$ cat src/sdc_pkg.sv
package sdc_pkg;

	// ****************************************************************
	// Command codes
	// ****************************************************************
	localparam logic [7:0] SDC_CMD_STATUS_READ  = 8'hE4;
	localparam logic [7:0] SDC_CMD_CONTROL_WR   = 8'hC4;
	localparam logic [7:0] SDC_CMD_BREAK_READ   = 8'hE2;
	localparam logic [7:0] SDC_CMD_BREAK_WR     = 8'hC2;

	// ****************************************************************
	// Status and control field positions
	// ****************************************************************
	localparam int SDC_BIT_HALT_PERMIT  = 7;
	localparam int SDC_BIT_HALTED       = 6;
	localparam int SDC_BIT_BREAK_EN     = 5;
	localparam int SDC_BIT_FORCE_SEL    = 4;
	localparam int SDC_BIT_CLK_SEL      = 3;
	localparam int SDC_BIT_SLEEP        = 2;
	localparam int SDC_BIT_SLEEP_FAIL   = 1;
	localparam int SDC_BIT_SLOW_FAIL    = 0;

	// ****************************************************************
	// Reset values
	// ****************************************************************
	localparam logic        SDC_RST_CTRL_BIT = 1'b0;
	localparam logic [15:0] SDC_RST_BREAK    = 16'h0000;
	localparam logic [7:0]  SDC_RST_RDATA    = 8'h00;

	// Command presented by the serial command decoder
	typedef struct packed {
		logic        valid;
		logic [7:0]  code;
		logic [15:0] wdata;
	} sdc_cmd_s;

	// CPU status and bus view
	typedef struct packed {
		logic        halted;
		logic        sleeping;
		logic        addr_valid;
		logic [15:0] addr;
	} sdc_cpu_s;

endpackage

$ cat src/sdc_flag.sv
`timescale 1ns/10ps
`default_nettype none

// Sticky status flag; a set in the same cycle as a clear wins
module sdc_flag
(
	input  wire logic core_clk_i,
	input  wire logic rst_i,
	input  wire logic set_i,
	input  wire logic clr_i,
	output logic      flag_o
);
	// ****************************************************************
	// Flag storage
	// ****************************************************************
	always_ff @(posedge core_clk_i or posedge rst_i)
	begin
		if (rst_i)
			flag_o <= 1'b0;
		else if (set_i)
			flag_o <= 1'b1;
		else if (clr_i)
			flag_o <= 1'b0;
	end
endmodule // sdc_flag

`default_nettype wire

$ cat src/sdc_match.sv
`timescale 1ns/10ps
`default_nettype none

// Breakpoint address comparator, registered one cycle
module sdc_match
(
	input  wire logic        core_clk_i,
	input  wire logic        rst_i,
	input  wire logic        enable_i,
	input  wire logic        addr_valid_i,
	input  wire logic [15:0] addr_i,
	input  wire logic [15:0] match_i,
	output logic             hit_o
);
	// ****************************************************************
	// Compare
	// ****************************************************************
	always_ff @(posedge core_clk_i or posedge rst_i)
	begin
		if (rst_i)
			hit_o <= 1'b0;
		else
			hit_o <= enable_i && addr_valid_i && (addr_i == match_i);
	end
endmodule // sdc_match

`default_nettype wire

$ cat src/sdc_regs.sv
`timescale 1ns/10ps
`default_nettype none

// How it works
// - Eight-bit status and control register kept.
// - Sixteen-bit breakpoint match address register kept.
// - Registers reachable only by serial commands.
// - Halt permit frozen while halted.
// - Status bits never written by control write.
// - Clock select free read-write, resets zero.
// - Halt permit stays set until reset.
// - Halt refused while permit clear.
// - Halted flag mirrors halted debug mode.
// - Breakpoint disabled means no requests after two cycles off; a registered hit or pending force can still fire.
// - Force mode halts at instruction boundary.
// - Tag mode marks opcode, halts at queue end.
// - Sleep status shows wait/stop or halt from it.
// - Halt request still works from wait/stop.
// - Sleep fail set on conflicting memory access.
// - Slow access fail always reads zero.
// - Status read and control write only paths.
// - Break read and break write access match.
// - Command codes E4, C4, E2, C2.
// - Break enable resets to zero.
module sdc_regs
(
	input  wire logic             core_clk_i,
	input  wire logic             rst_i,
	input  wire sdc_pkg::sdc_cmd_s cmd_i,
	input  wire sdc_pkg::sdc_cpu_s cpu_i,
	input  wire logic             halt_req_i,
	input  wire logic             insn_boundary_i,
	input  wire logic             queue_end_i,
	input  wire logic             mem_cmd_i,
	input  wire logic             sleep_conflict_i,
	output logic                  rvalid_o,
	output logic [15:0]           rdata_o,
	output logic                  enter_halt_o,
	output logic                  force_break_o,
	output logic                  tag_opcode_o,
	output logic                  clk_sel_o
);
	import sdc_pkg::*;

	// ****************************************************************
	// State
	// ****************************************************************
	logic        halt_permit_r;
	logic        break_en_r;
	logic        force_sel_r;
	logic [15:0] break_match_r;
	logic        halt_from_sleep_r;
	logic        sleep_fail;
	logic        hit;
	logic        force_pend_r;
	logic [7:0]  status;
	logic        ctrl_wr;
	logic        brk_wr;
	logic        stat_rd;

	// Decode of the only access paths; no memory map exists
	assign stat_rd = cmd_i.valid && (cmd_i.code == SDC_CMD_STATUS_READ);
	assign ctrl_wr = cmd_i.valid && (cmd_i.code == SDC_CMD_CONTROL_WR);
	assign brk_wr  = cmd_i.valid && (cmd_i.code == SDC_CMD_BREAK_WR);

	// Halt permit: set-only by the host, frozen while halted
	always_ff @(posedge core_clk_i or posedge rst_i)
	begin
		if (rst_i)
			halt_permit_r <= SDC_RST_CTRL_BIT;
		else if (ctrl_wr && !cpu_i.halted && cmd_i.wdata[SDC_BIT_HALT_PERMIT])
			halt_permit_r <= 1'b1;
	end

	// Breakpoint controls and clock select, free to write
	always_ff @(posedge core_clk_i or posedge rst_i)
	begin
		if (rst_i)
		begin
			break_en_r  <= SDC_RST_CTRL_BIT;
			force_sel_r <= SDC_RST_CTRL_BIT;
			clk_sel_o   <= SDC_RST_CTRL_BIT;
		end
		else if (ctrl_wr)
		begin
			break_en_r  <= cmd_i.wdata[SDC_BIT_BREAK_EN];
			force_sel_r <= cmd_i.wdata[SDC_BIT_FORCE_SEL];
			clk_sel_o   <= cmd_i.wdata[SDC_BIT_CLK_SEL];
		end
	end

	// Breakpoint match address
	always_ff @(posedge core_clk_i or posedge rst_i)
	begin
		if (rst_i)
			break_match_r <= SDC_RST_BREAK;
		else if (brk_wr)
			break_match_r <= cmd_i.wdata;
	end

	// Remembers that halted mode was entered out of wait or stop
	// Kept through the gap before the CPU reports halted; dropped once it runs again
	always_ff @(posedge core_clk_i or posedge rst_i)
	begin
		if (rst_i)
			halt_from_sleep_r <= 1'b0;
		else if (enter_halt_o && cpu_i.sleeping)
			halt_from_sleep_r <= 1'b1;
		else if (!cpu_i.halted && !cpu_i.sleeping && !enter_halt_o)
			halt_from_sleep_r <= 1'b0;
	end

	// Sleep failure: set by a clashing access, cleared by the next halt entry request (enter_halt_o)
	sdc_flag u_sleep_fail
	(
		.core_clk_i (core_clk_i),
		.rst_i      (rst_i),
		.set_i      (mem_cmd_i && sleep_conflict_i),
		.clr_i      (enter_halt_o),
		.flag_o     (sleep_fail)
	);

	// Comparator gated by the enable; hit lags it one cycle, so a hit can still fire in the first cycle it is off
	sdc_match u_match
	(
		.core_clk_i   (core_clk_i),
		.rst_i        (rst_i),
		.enable_i     (break_en_r),
		.addr_valid_i (cpu_i.addr_valid),
		.addr_i       (cpu_i.addr),
		.match_i      (break_match_r),
		.hit_o        (hit)
	);

	// Forced breakpoint waits for the next instruction boundary
	always_ff @(posedge core_clk_i or posedge rst_i)
	begin
		if (rst_i)
			force_pend_r <= 1'b0;
		else if (!break_en_r || cpu_i.halted)
			force_pend_r <= 1'b0;
		else if (hit && force_sel_r)
			force_pend_r <= 1'b1;
	end

	// ****************************************************************
	// Status byte
	// ****************************************************************
	// Read-only bits come from live state, never from the write
	always_comb
	begin
		status = 8'h00;
		status[SDC_BIT_HALT_PERMIT] = halt_permit_r;
		status[SDC_BIT_HALTED]      = cpu_i.halted;
		status[SDC_BIT_BREAK_EN]    = break_en_r;
		status[SDC_BIT_FORCE_SEL]   = force_sel_r;
		status[SDC_BIT_CLK_SEL]     = clk_sel_o;
		status[SDC_BIT_SLEEP]       = cpu_i.sleeping || (cpu_i.halted && halt_from_sleep_r);
		status[SDC_BIT_SLEEP_FAIL]  = sleep_fail;
		status[SDC_BIT_SLOW_FAIL]   = 1'b0;
	end

	// Read answer registered one cycle after the command
	always_ff @(posedge core_clk_i or posedge rst_i)
	begin
		if (rst_i)
		begin
			rvalid_o <= 1'b0;
			rdata_o  <= {SDC_RST_RDATA, SDC_RST_RDATA};
		end
		else
		begin
			rvalid_o <= stat_rd || (cmd_i.valid && (cmd_i.code == SDC_CMD_BREAK_READ));
			if (stat_rd)
				rdata_o <= {SDC_RST_RDATA, status};
			else if (cmd_i.valid && (cmd_i.code == SDC_CMD_BREAK_READ))
				rdata_o <= break_match_r;
		end
	end

	// ****************************************************************
	// Halt requests to the CPU
	// ****************************************************************
	// Every entry into halted mode needs the permit; wait/stop does not block it
	always_ff @(posedge core_clk_i or posedge rst_i)
	begin
		if (rst_i)
		begin
			enter_halt_o  <= 1'b0;
			force_break_o <= 1'b0;
			tag_opcode_o  <= 1'b0;
		end
		else
		begin
			force_break_o <= force_pend_r && insn_boundary_i && halt_permit_r;
			tag_opcode_o  <= hit && !force_sel_r;
			enter_halt_o  <= halt_permit_r && !cpu_i.halted && !enter_halt_o
				&& (halt_req_i || (force_pend_r && insn_boundary_i)
				|| (queue_end_i && break_en_r && !force_sel_r));
		end
	end

	// ****************************************************************
	// Checks
	// ****************************************************************
	property p_permit_frozen;
		@(posedge core_clk_i) disable iff (rst_i)
		cpu_i.halted |=> $stable(halt_permit_r);
	endproperty
	a_permit_frozen: assert property (p_permit_frozen) else $error("permit changed while halted");

	property p_permit_sticky;
		@(posedge core_clk_i) disable iff (rst_i)
		halt_permit_r |=> halt_permit_r;
	endproperty
	a_permit_sticky: assert property (p_permit_sticky) else $error("permit dropped");

	property p_no_halt_unpermitted;
		@(posedge core_clk_i) disable iff (rst_i)
		!halt_permit_r |=> !enter_halt_o;
	endproperty
	a_no_halt_unpermitted: assert property (p_no_halt_unpermitted) else $error("halt without permit");

	property p_break_off;
		@(posedge core_clk_i) disable iff (rst_i)
		!break_en_r [*2] |=> !tag_opcode_o && !force_break_o;
	endproperty
	a_break_off: assert property (p_break_off) else $error("break while disabled");

	property p_status_read;
		@(posedge core_clk_i) disable iff (rst_i)
		stat_rd |=> rvalid_o && (rdata_o[SDC_BIT_HALTED] == $past(cpu_i.halted))
			&& !rdata_o[SDC_BIT_SLOW_FAIL];
	endproperty
	a_status_read: assert property (p_status_read) else $error("bad status read");

	property p_break_write;
		@(posedge core_clk_i) disable iff (rst_i)
		brk_wr |=> break_match_r == $past(cmd_i.wdata);
	endproperty
	a_break_write: assert property (p_break_write) else $error("break match not loaded");

	property p_sleep_fail;
		@(posedge core_clk_i) disable iff (rst_i)
		mem_cmd_i && sleep_conflict_i |=> sleep_fail;
	endproperty
	a_sleep_fail: assert property (p_sleep_fail) else $error("sleep fail not set");

	property p_clk_sel;
		@(posedge core_clk_i) disable iff (rst_i)
		ctrl_wr |=> clk_sel_o == $past(cmd_i.wdata[SDC_BIT_CLK_SEL]);
	endproperty
	a_clk_sel: assert property (p_clk_sel) else $error("clock select not written");

	property p_ctrl_write;
		@(posedge core_clk_i) disable iff (rst_i)
		ctrl_wr |=> (break_en_r == $past(cmd_i.wdata[SDC_BIT_BREAK_EN]))
			&& (force_sel_r == $past(cmd_i.wdata[SDC_BIT_FORCE_SEL]));
	endproperty
	a_ctrl_write: assert property (p_ctrl_write) else $error("control bits not written");

	property p_halt_pulse;
		@(posedge core_clk_i) disable iff (rst_i)
		enter_halt_o |=> !enter_halt_o;
	endproperty
	a_halt_pulse: assert property (p_halt_pulse) else $error("halt entry not a pulse");

	property p_halt_request;
		@(posedge core_clk_i) disable iff (rst_i)
		halt_req_i && halt_permit_r && !cpu_i.halted && !enter_halt_o |=> enter_halt_o;
	endproperty
	a_halt_request: assert property (p_halt_request) else $error("halt request lost");

	property p_force_halt;
		@(posedge core_clk_i) disable iff (rst_i)
		force_pend_r && insn_boundary_i && halt_permit_r && !cpu_i.halted && !enter_halt_o
			|=> enter_halt_o && force_break_o;
	endproperty
	a_force_halt: assert property (p_force_halt) else $error("forced break not taken");

	property p_tag_halt;
		@(posedge core_clk_i) disable iff (rst_i)
		queue_end_i && break_en_r && !force_sel_r && halt_permit_r && !cpu_i.halted
			&& !enter_halt_o |=> enter_halt_o;
	endproperty
	a_tag_halt: assert property (p_tag_halt) else $error("tagged opcode not halted");

	property p_sleep_read;
		@(posedge core_clk_i) disable iff (rst_i)
		stat_rd && cpu_i.sleeping |=> rdata_o[SDC_BIT_SLEEP];
	endproperty
	a_sleep_read: assert property (p_sleep_read) else $error("sleep status not shown");

	property p_status_byte;
		@(posedge core_clk_i) disable iff (rst_i)
		stat_rd |=> (rdata_o[15:8] == 8'h00)
			&& (rdata_o[SDC_BIT_HALT_PERMIT] == $past(halt_permit_r));
	endproperty
	a_status_byte: assert property (p_status_byte) else $error("status byte malformed");

	property p_break_read;
		@(posedge core_clk_i) disable iff (rst_i)
		cmd_i.valid && (cmd_i.code == SDC_CMD_BREAK_READ)
			|=> rvalid_o && (rdata_o == $past(break_match_r));
	endproperty
	a_break_read: assert property (p_break_read) else $error("break match read wrong");

endmodule // sdc_regs

`default_nettype wire

$ cat config.mk
export PLATFORM = sky130hd
export DESIGN_NAME = sdc_regs
export DESIGN_NICKNAME = d
export VERILOG_FILES = /design/src/sdc_pkg.sv /design/src/sdc_flag.sv /design/src/sdc_match.sv /design/src/sdc_regs.sv
export SDC_FILE = /design/constraint.sdc
export NUM_CORES = 1
export LEC_CHECK = 0
export BUFFER_PORTS_ARGS = -buffer_cell sky130_fd_sc_hd__buf_2
export CORE_ASPECT_RATIO = 1.2
export CORE_MARGIN = 2
export CORE_UTILIZATION = 35
export DETAILED_ROUTE_END_ITERATION = 10
export GPL_TIMING_DRIVEN = 0
export SLEW_MARGIN = 20
export SYNTH_ARGS = -nofsm -noshare
export SYNTH_HDL_FRONTEND = slang
export SYNTH_SLANG_ARGS = --single-unit
$ cat constraint.sdc
create_clock -name core_clk_i -period 1.6 [get_ports core_clk_i]
set_input_delay 0.08 -clock core_clk_i [delete_from_list [all_inputs] [get_ports core_clk_i]]
set_output_delay 0.08 -clock core_clk_i [all_outputs]
set_load 0.03 [all_outputs]
## Word level (Yosys, flattened, before mapping)

Cells that the tools add are included.

| cells by class | value |
|---|---|
| equality and inequality tests | 5 |
| mux-type cells | 8 |
| reductions and logical operators | 36 |

Operators with widths:

| cell | count |
|---|---|
| 8-bit == test, second input constant | 4 |
| 16-bit two-way mux | 2 |
| 1-bit logical AND | 22 |
| 16-bit == test | 1 |
| 2-bit nonzero test | 4 |
| 1-bit two-way mux | 6 |
| 1-bit logical NOT | 5 |
| 1-bit logical OR | 5 |

| storage, ports and cells | value |
|---|---|
| register bits | 44 |
| input port bits | 51 |
| output and inout port bits | 21 |
| logic and storage cells | 63 |

## Depth between registers and ports, before layout

| logic depth | value |
|---|---|
| word-level depth | 5 |
| gate-level depth with buffers | 6 |

## Modules after synthesis

From an unflattened synthesis, not the netlist that was laid out.

| unflattened totals | value |
|---|---|
| cell total of the unflattened synthesis | 173 |
| area total of the unflattened synthesis | 2,169.6 um^2 |

Modules (own cells, without submodules):

| module | instances | cells each | area each (um^2) |
|---|---|---|---|
| sdc_regs | 1 | 145 | 1,916.8 |
| sdc_match | 1 | 24 | 212.7 |
| sdc_flag | 1 | 4 | 40.0 |

## Worst setup path after synthesis

Ideal clock, no wire load.

| timing path | value |
|---|---|
| kind | in2reg |
| start point | input cmd_i[16] (netlist name) |
| end point | register break_match_r[0] |
| library setup time | 125 ps |
| arrival | 1,533 ps |
| required time | 1,475 ps |
| path slack | -58 ps |
| stages | 4 |
| buffers on the path | 1 |
| path through | or4b_4 > nor3_2 > buf_4 > mux2_2 |

| on the way | value |
|---|---|
| longest elaborated chain between the ends | 2 |

RTL lines:

| element | RTL line | RTL |
|---|---|---|
| start: declaration | sdc_regs.sv:29 | `input wire sdc_pkg::sdc_cmd_s cmd_i,` |
| 8-bit == test | sdc_regs.sv:64 | `assign brk_wr = cmd_i.valid && (cmd_i.code == SDC_CMD_BREAK_WR);` |
| 1-bit logical AND | sdc_regs.sv:64 |  |
| end signal: assignment | sdc_regs.sv:98 | `break_match_r <= cmd_i.wdata;` |
| end: declaration | sdc_regs.sv:51 | `logic [15:0] break_match_r;` |

Every way passes these cells.
A chain may end at the register's enable or synchronous reset.

## Worst setup path in the final report

| timing path | value |
|---|---|
| start point | register break_match_r[11] |
| end point | register u_match.hit_o |

| on the way | value |
|---|---|
| longest elaborated chain between the ends | 2 |

RTL lines:

| element | RTL line | RTL |
|---|---|---|
| 16-bit == test | sdc_match.sv:23 | `hit_o <= enable_i && addr_valid_i && (addr_i == match_i);` |
| 1-bit logical AND | sdc_match.sv:23 |  |
| end signal: assignment | sdc_match.sv:23 |  |
| end: declaration | sdc_match.sv:13 | `output logic hit_o` |

Every way passes these cells.

==> run summary <==
status -> finished, final reports clean
mux contribution to synthesized area -> 14.9%
Post-DRT Antenna Nets -> 0
CTS root buf -> clkbuf_8
wire per inst -> 14.6 um
Worst VDD drop -> 0.447 mV
Largest regs -> break_match_r x16, rdata_o x16
#FFs+latches synth -> 44
final worst path period share -> 96.7%
DP HPWL -> 3.27 mm
diode count -> 0
# IOs -> 72
max cap viols -> 0
filler instances -> 493
commonest cells after routing, fill and taps aside -> 72 x buf_2, 44 x dfrtp_1, 19 x mux2_2
final setup vio count -> 0
max_slew headroom -> 50.0%
setup TNS -> 0 ps
worst path arrival time -> 1750 ps
aggregate global-route resource usage -> 15.3%
clk sinks -> 44
XOR/XNOR share of the synthesized area -> 7.33%
Reg clk slew, reported paths -> 80 ps
chip height -> 85.0 um
pwr/cell area -> 847 nW/um2
WHS -> 6.80 ps
CTS Buf Count -> 5
Simple-Gate Fraction of Synth Area -> 9.69%
post-route cell area -> 2550 um2
final core utilization -> 48.2%
DR vias/cell -> 4.92
Setup crit start kind -> register
worst-path maximum fanout -> 3
most common cell after layout, fill and taps aside -> buf_2
# DRC -> 0
kind of critical path -> reg -> reg
die area -> 6070 um2
Core Box Area -> 5300 um2
first-pass GRT wire length -> 7.07 mm
P&R area growth vs syn -> 33.6%
Slew @ Worst Pin -> 747 ps
H-Tree Depth -> 2
Rows -> 29
Leak -> 1.35 nW
Via Count -> 1,475
nets -> 288
Pwr Total -> 0.00216 W
1st-iter DRT viols -> 54
Max Clock Freq -> 646 MHz
Avg Synthesized Cell Area -> 12.9 um2
Synth async-reset ratio -> 100%
Initial Util -> 36.1%
placed inst area -> 2370 um2
adder-cell share of the synthesized area -> 0%
Fin. Hold Viols -> 0
Data required, critical path -> 1800 ps
Clock Skew -> 5.07 ps
initial antenna violation count -> 0
Skew-Pair Late Insertion Delay -> 300 ps
drt total wl -> 4.38 mm
CTS Buffer Depth -> 2
Die X -> 71.5 um
Syn Inst Count -> 148
Synthesized Nets -> 199
RSZ-0062 raised after global routing -> true
vias in the first global route -> 1,409
CTS tree -> done
largest family of logic cells by synthesized area -> multiplexers
library cells used by synthesis -> 31
fin crit period -> 1550 ps
synthesized cell area -> 1910 um2
Most used DFF post-synth -> dfrtp_1
crit end category -> register
layout cell share with drive strength beyond 1 -> 48.3%
TritonRoute pass-1 iters -> 4
Post-synth EDFFs -> 0
GRT overflow -> 0
Port-buffer cells -> 71
Synthesis Warnings -> 0
sequential share of the synthesized area -> 57.6%
worst min path class -> in -> reg
complex-gate fraction of the synthesized area -> 8.12%
GP Congestion -> 0.702
max-slew violation count -> 0
largest net degree at the start of global routing -> 34
-- report_power, final --
part           switching [W]  internal [W]  total [W]
clock network       0.000372      0.000353   0.000724
registers          0.0000327       0.00115    0.00118
logic               0.000131      0.000125   0.000256
total               0.000535       0.00163    0.00216
-- worst paths after layout --
path / startpoint / endpoint / depth (start not counted) / slack (ps)
min in group asynchronous: rst_i / rdata_o[15]$_DFFE_PP0P_ / 3 / 250
worst min-delay path: cmd_i[8] / break_match_r[8]$_DFFE_PP0P_ / 2 / 7
worst max register to register: break_match_r[11]$_DFFE_PP0P_ / u_match.hit_o$_DFF_PP0_ / 4 / 50
max in group asynchronous: rst_i / rdata_o[3]$_DFFE_PP0P_ / 4 / 890
worst max-delay path: break_match_r[11]$_DFFE_PP0P_ / u_match.hit_o$_DFF_PP0_ / 4 / 50
worst min register to register: rdata_o[12]$_DFFE_PP0P_ / rdata_o[12]$_DFFE_PP0P_ / 1 / 500
-- critical path, stage by stage, from the launching register on --
cell	delay (ps)
dfrtp_1	420
xnor2_2	200
nand4_1	160
or4_1	510
nor4_2	160
-- routing by layer --
layer / track usage [%] / up-vias / wire length [um]
li1: - / 706 / -
met1: 20.8 / 711 / 1990
met2: 22.6 / 54 / 2030
met3: 5.94 / 4 / 341
met4: 4.63 / 0 / 25
met5: 0 / - / 0
-- cells in the mapped netlist, types with 2 or more instances --
library cell / number / area share (%)
a21oi_1: 10 / 2.6
a22o_1: 9 / 4.1
and3_1: 2 / 0.65
dfrtp_1: 44 / 58
inv_1: 5 / 0.98
mux2_2: 19 / 11
mux2i_1: 7 / 3.7
nand2_1: 2 / 0.39
nand4_1: 3 / 0.98
nor2_1: 9 / 1.8
nor3_1: 3 / 0.79
o21ai_0: 2 / 0.52
xnor2_1: 13 / 6.0
xor2_1: 3 / 1.4
-- logic make-up after synthesis --
logic type | Yosys count
buf+inv | 9
compound gates | 23
xor+xnor | 16
flops | 44
simple gates | 30
mux | 26
-- final cells by class --
cell class                      instances  area, um2  area share (%)
Sequential cell                        44       1100            43.1
Buffer                                  4       27.5            1.08
Multi-Input combinational cell         95        785            30.7
Clock buffer                            8       90.1            3.53
Tap cell                               62       77.6            3.04
Inverter                                5       18.8           0.735
Timing Repair Buffer                   82        455            17.8
-- repair_timing --
action / in CTS / in global routing
cloned: 0 / 0
hold buffers: 2 / 0
gates resized for setup: 1 / 1
endpoints found under the setup margin: 1 / 11
hold endpoints to repair: 12 / 0
pin swaps: 0 / 2
setup buffers: 0 / 8
-- stage by stage --
| stage | setup WS (ps) | cells |
|---|---|---|
| after global routing | -44.2 | 300 |
| final | 53.0 | 300 |
| after global placement | -290 | 281 |
| after floorplan | 31.1 | 148 |
| after detailed placement | -295 | 282 |
| after CTS | 16.7 | 292 |
Note: power is estimated with default switching activity, not from simulation.
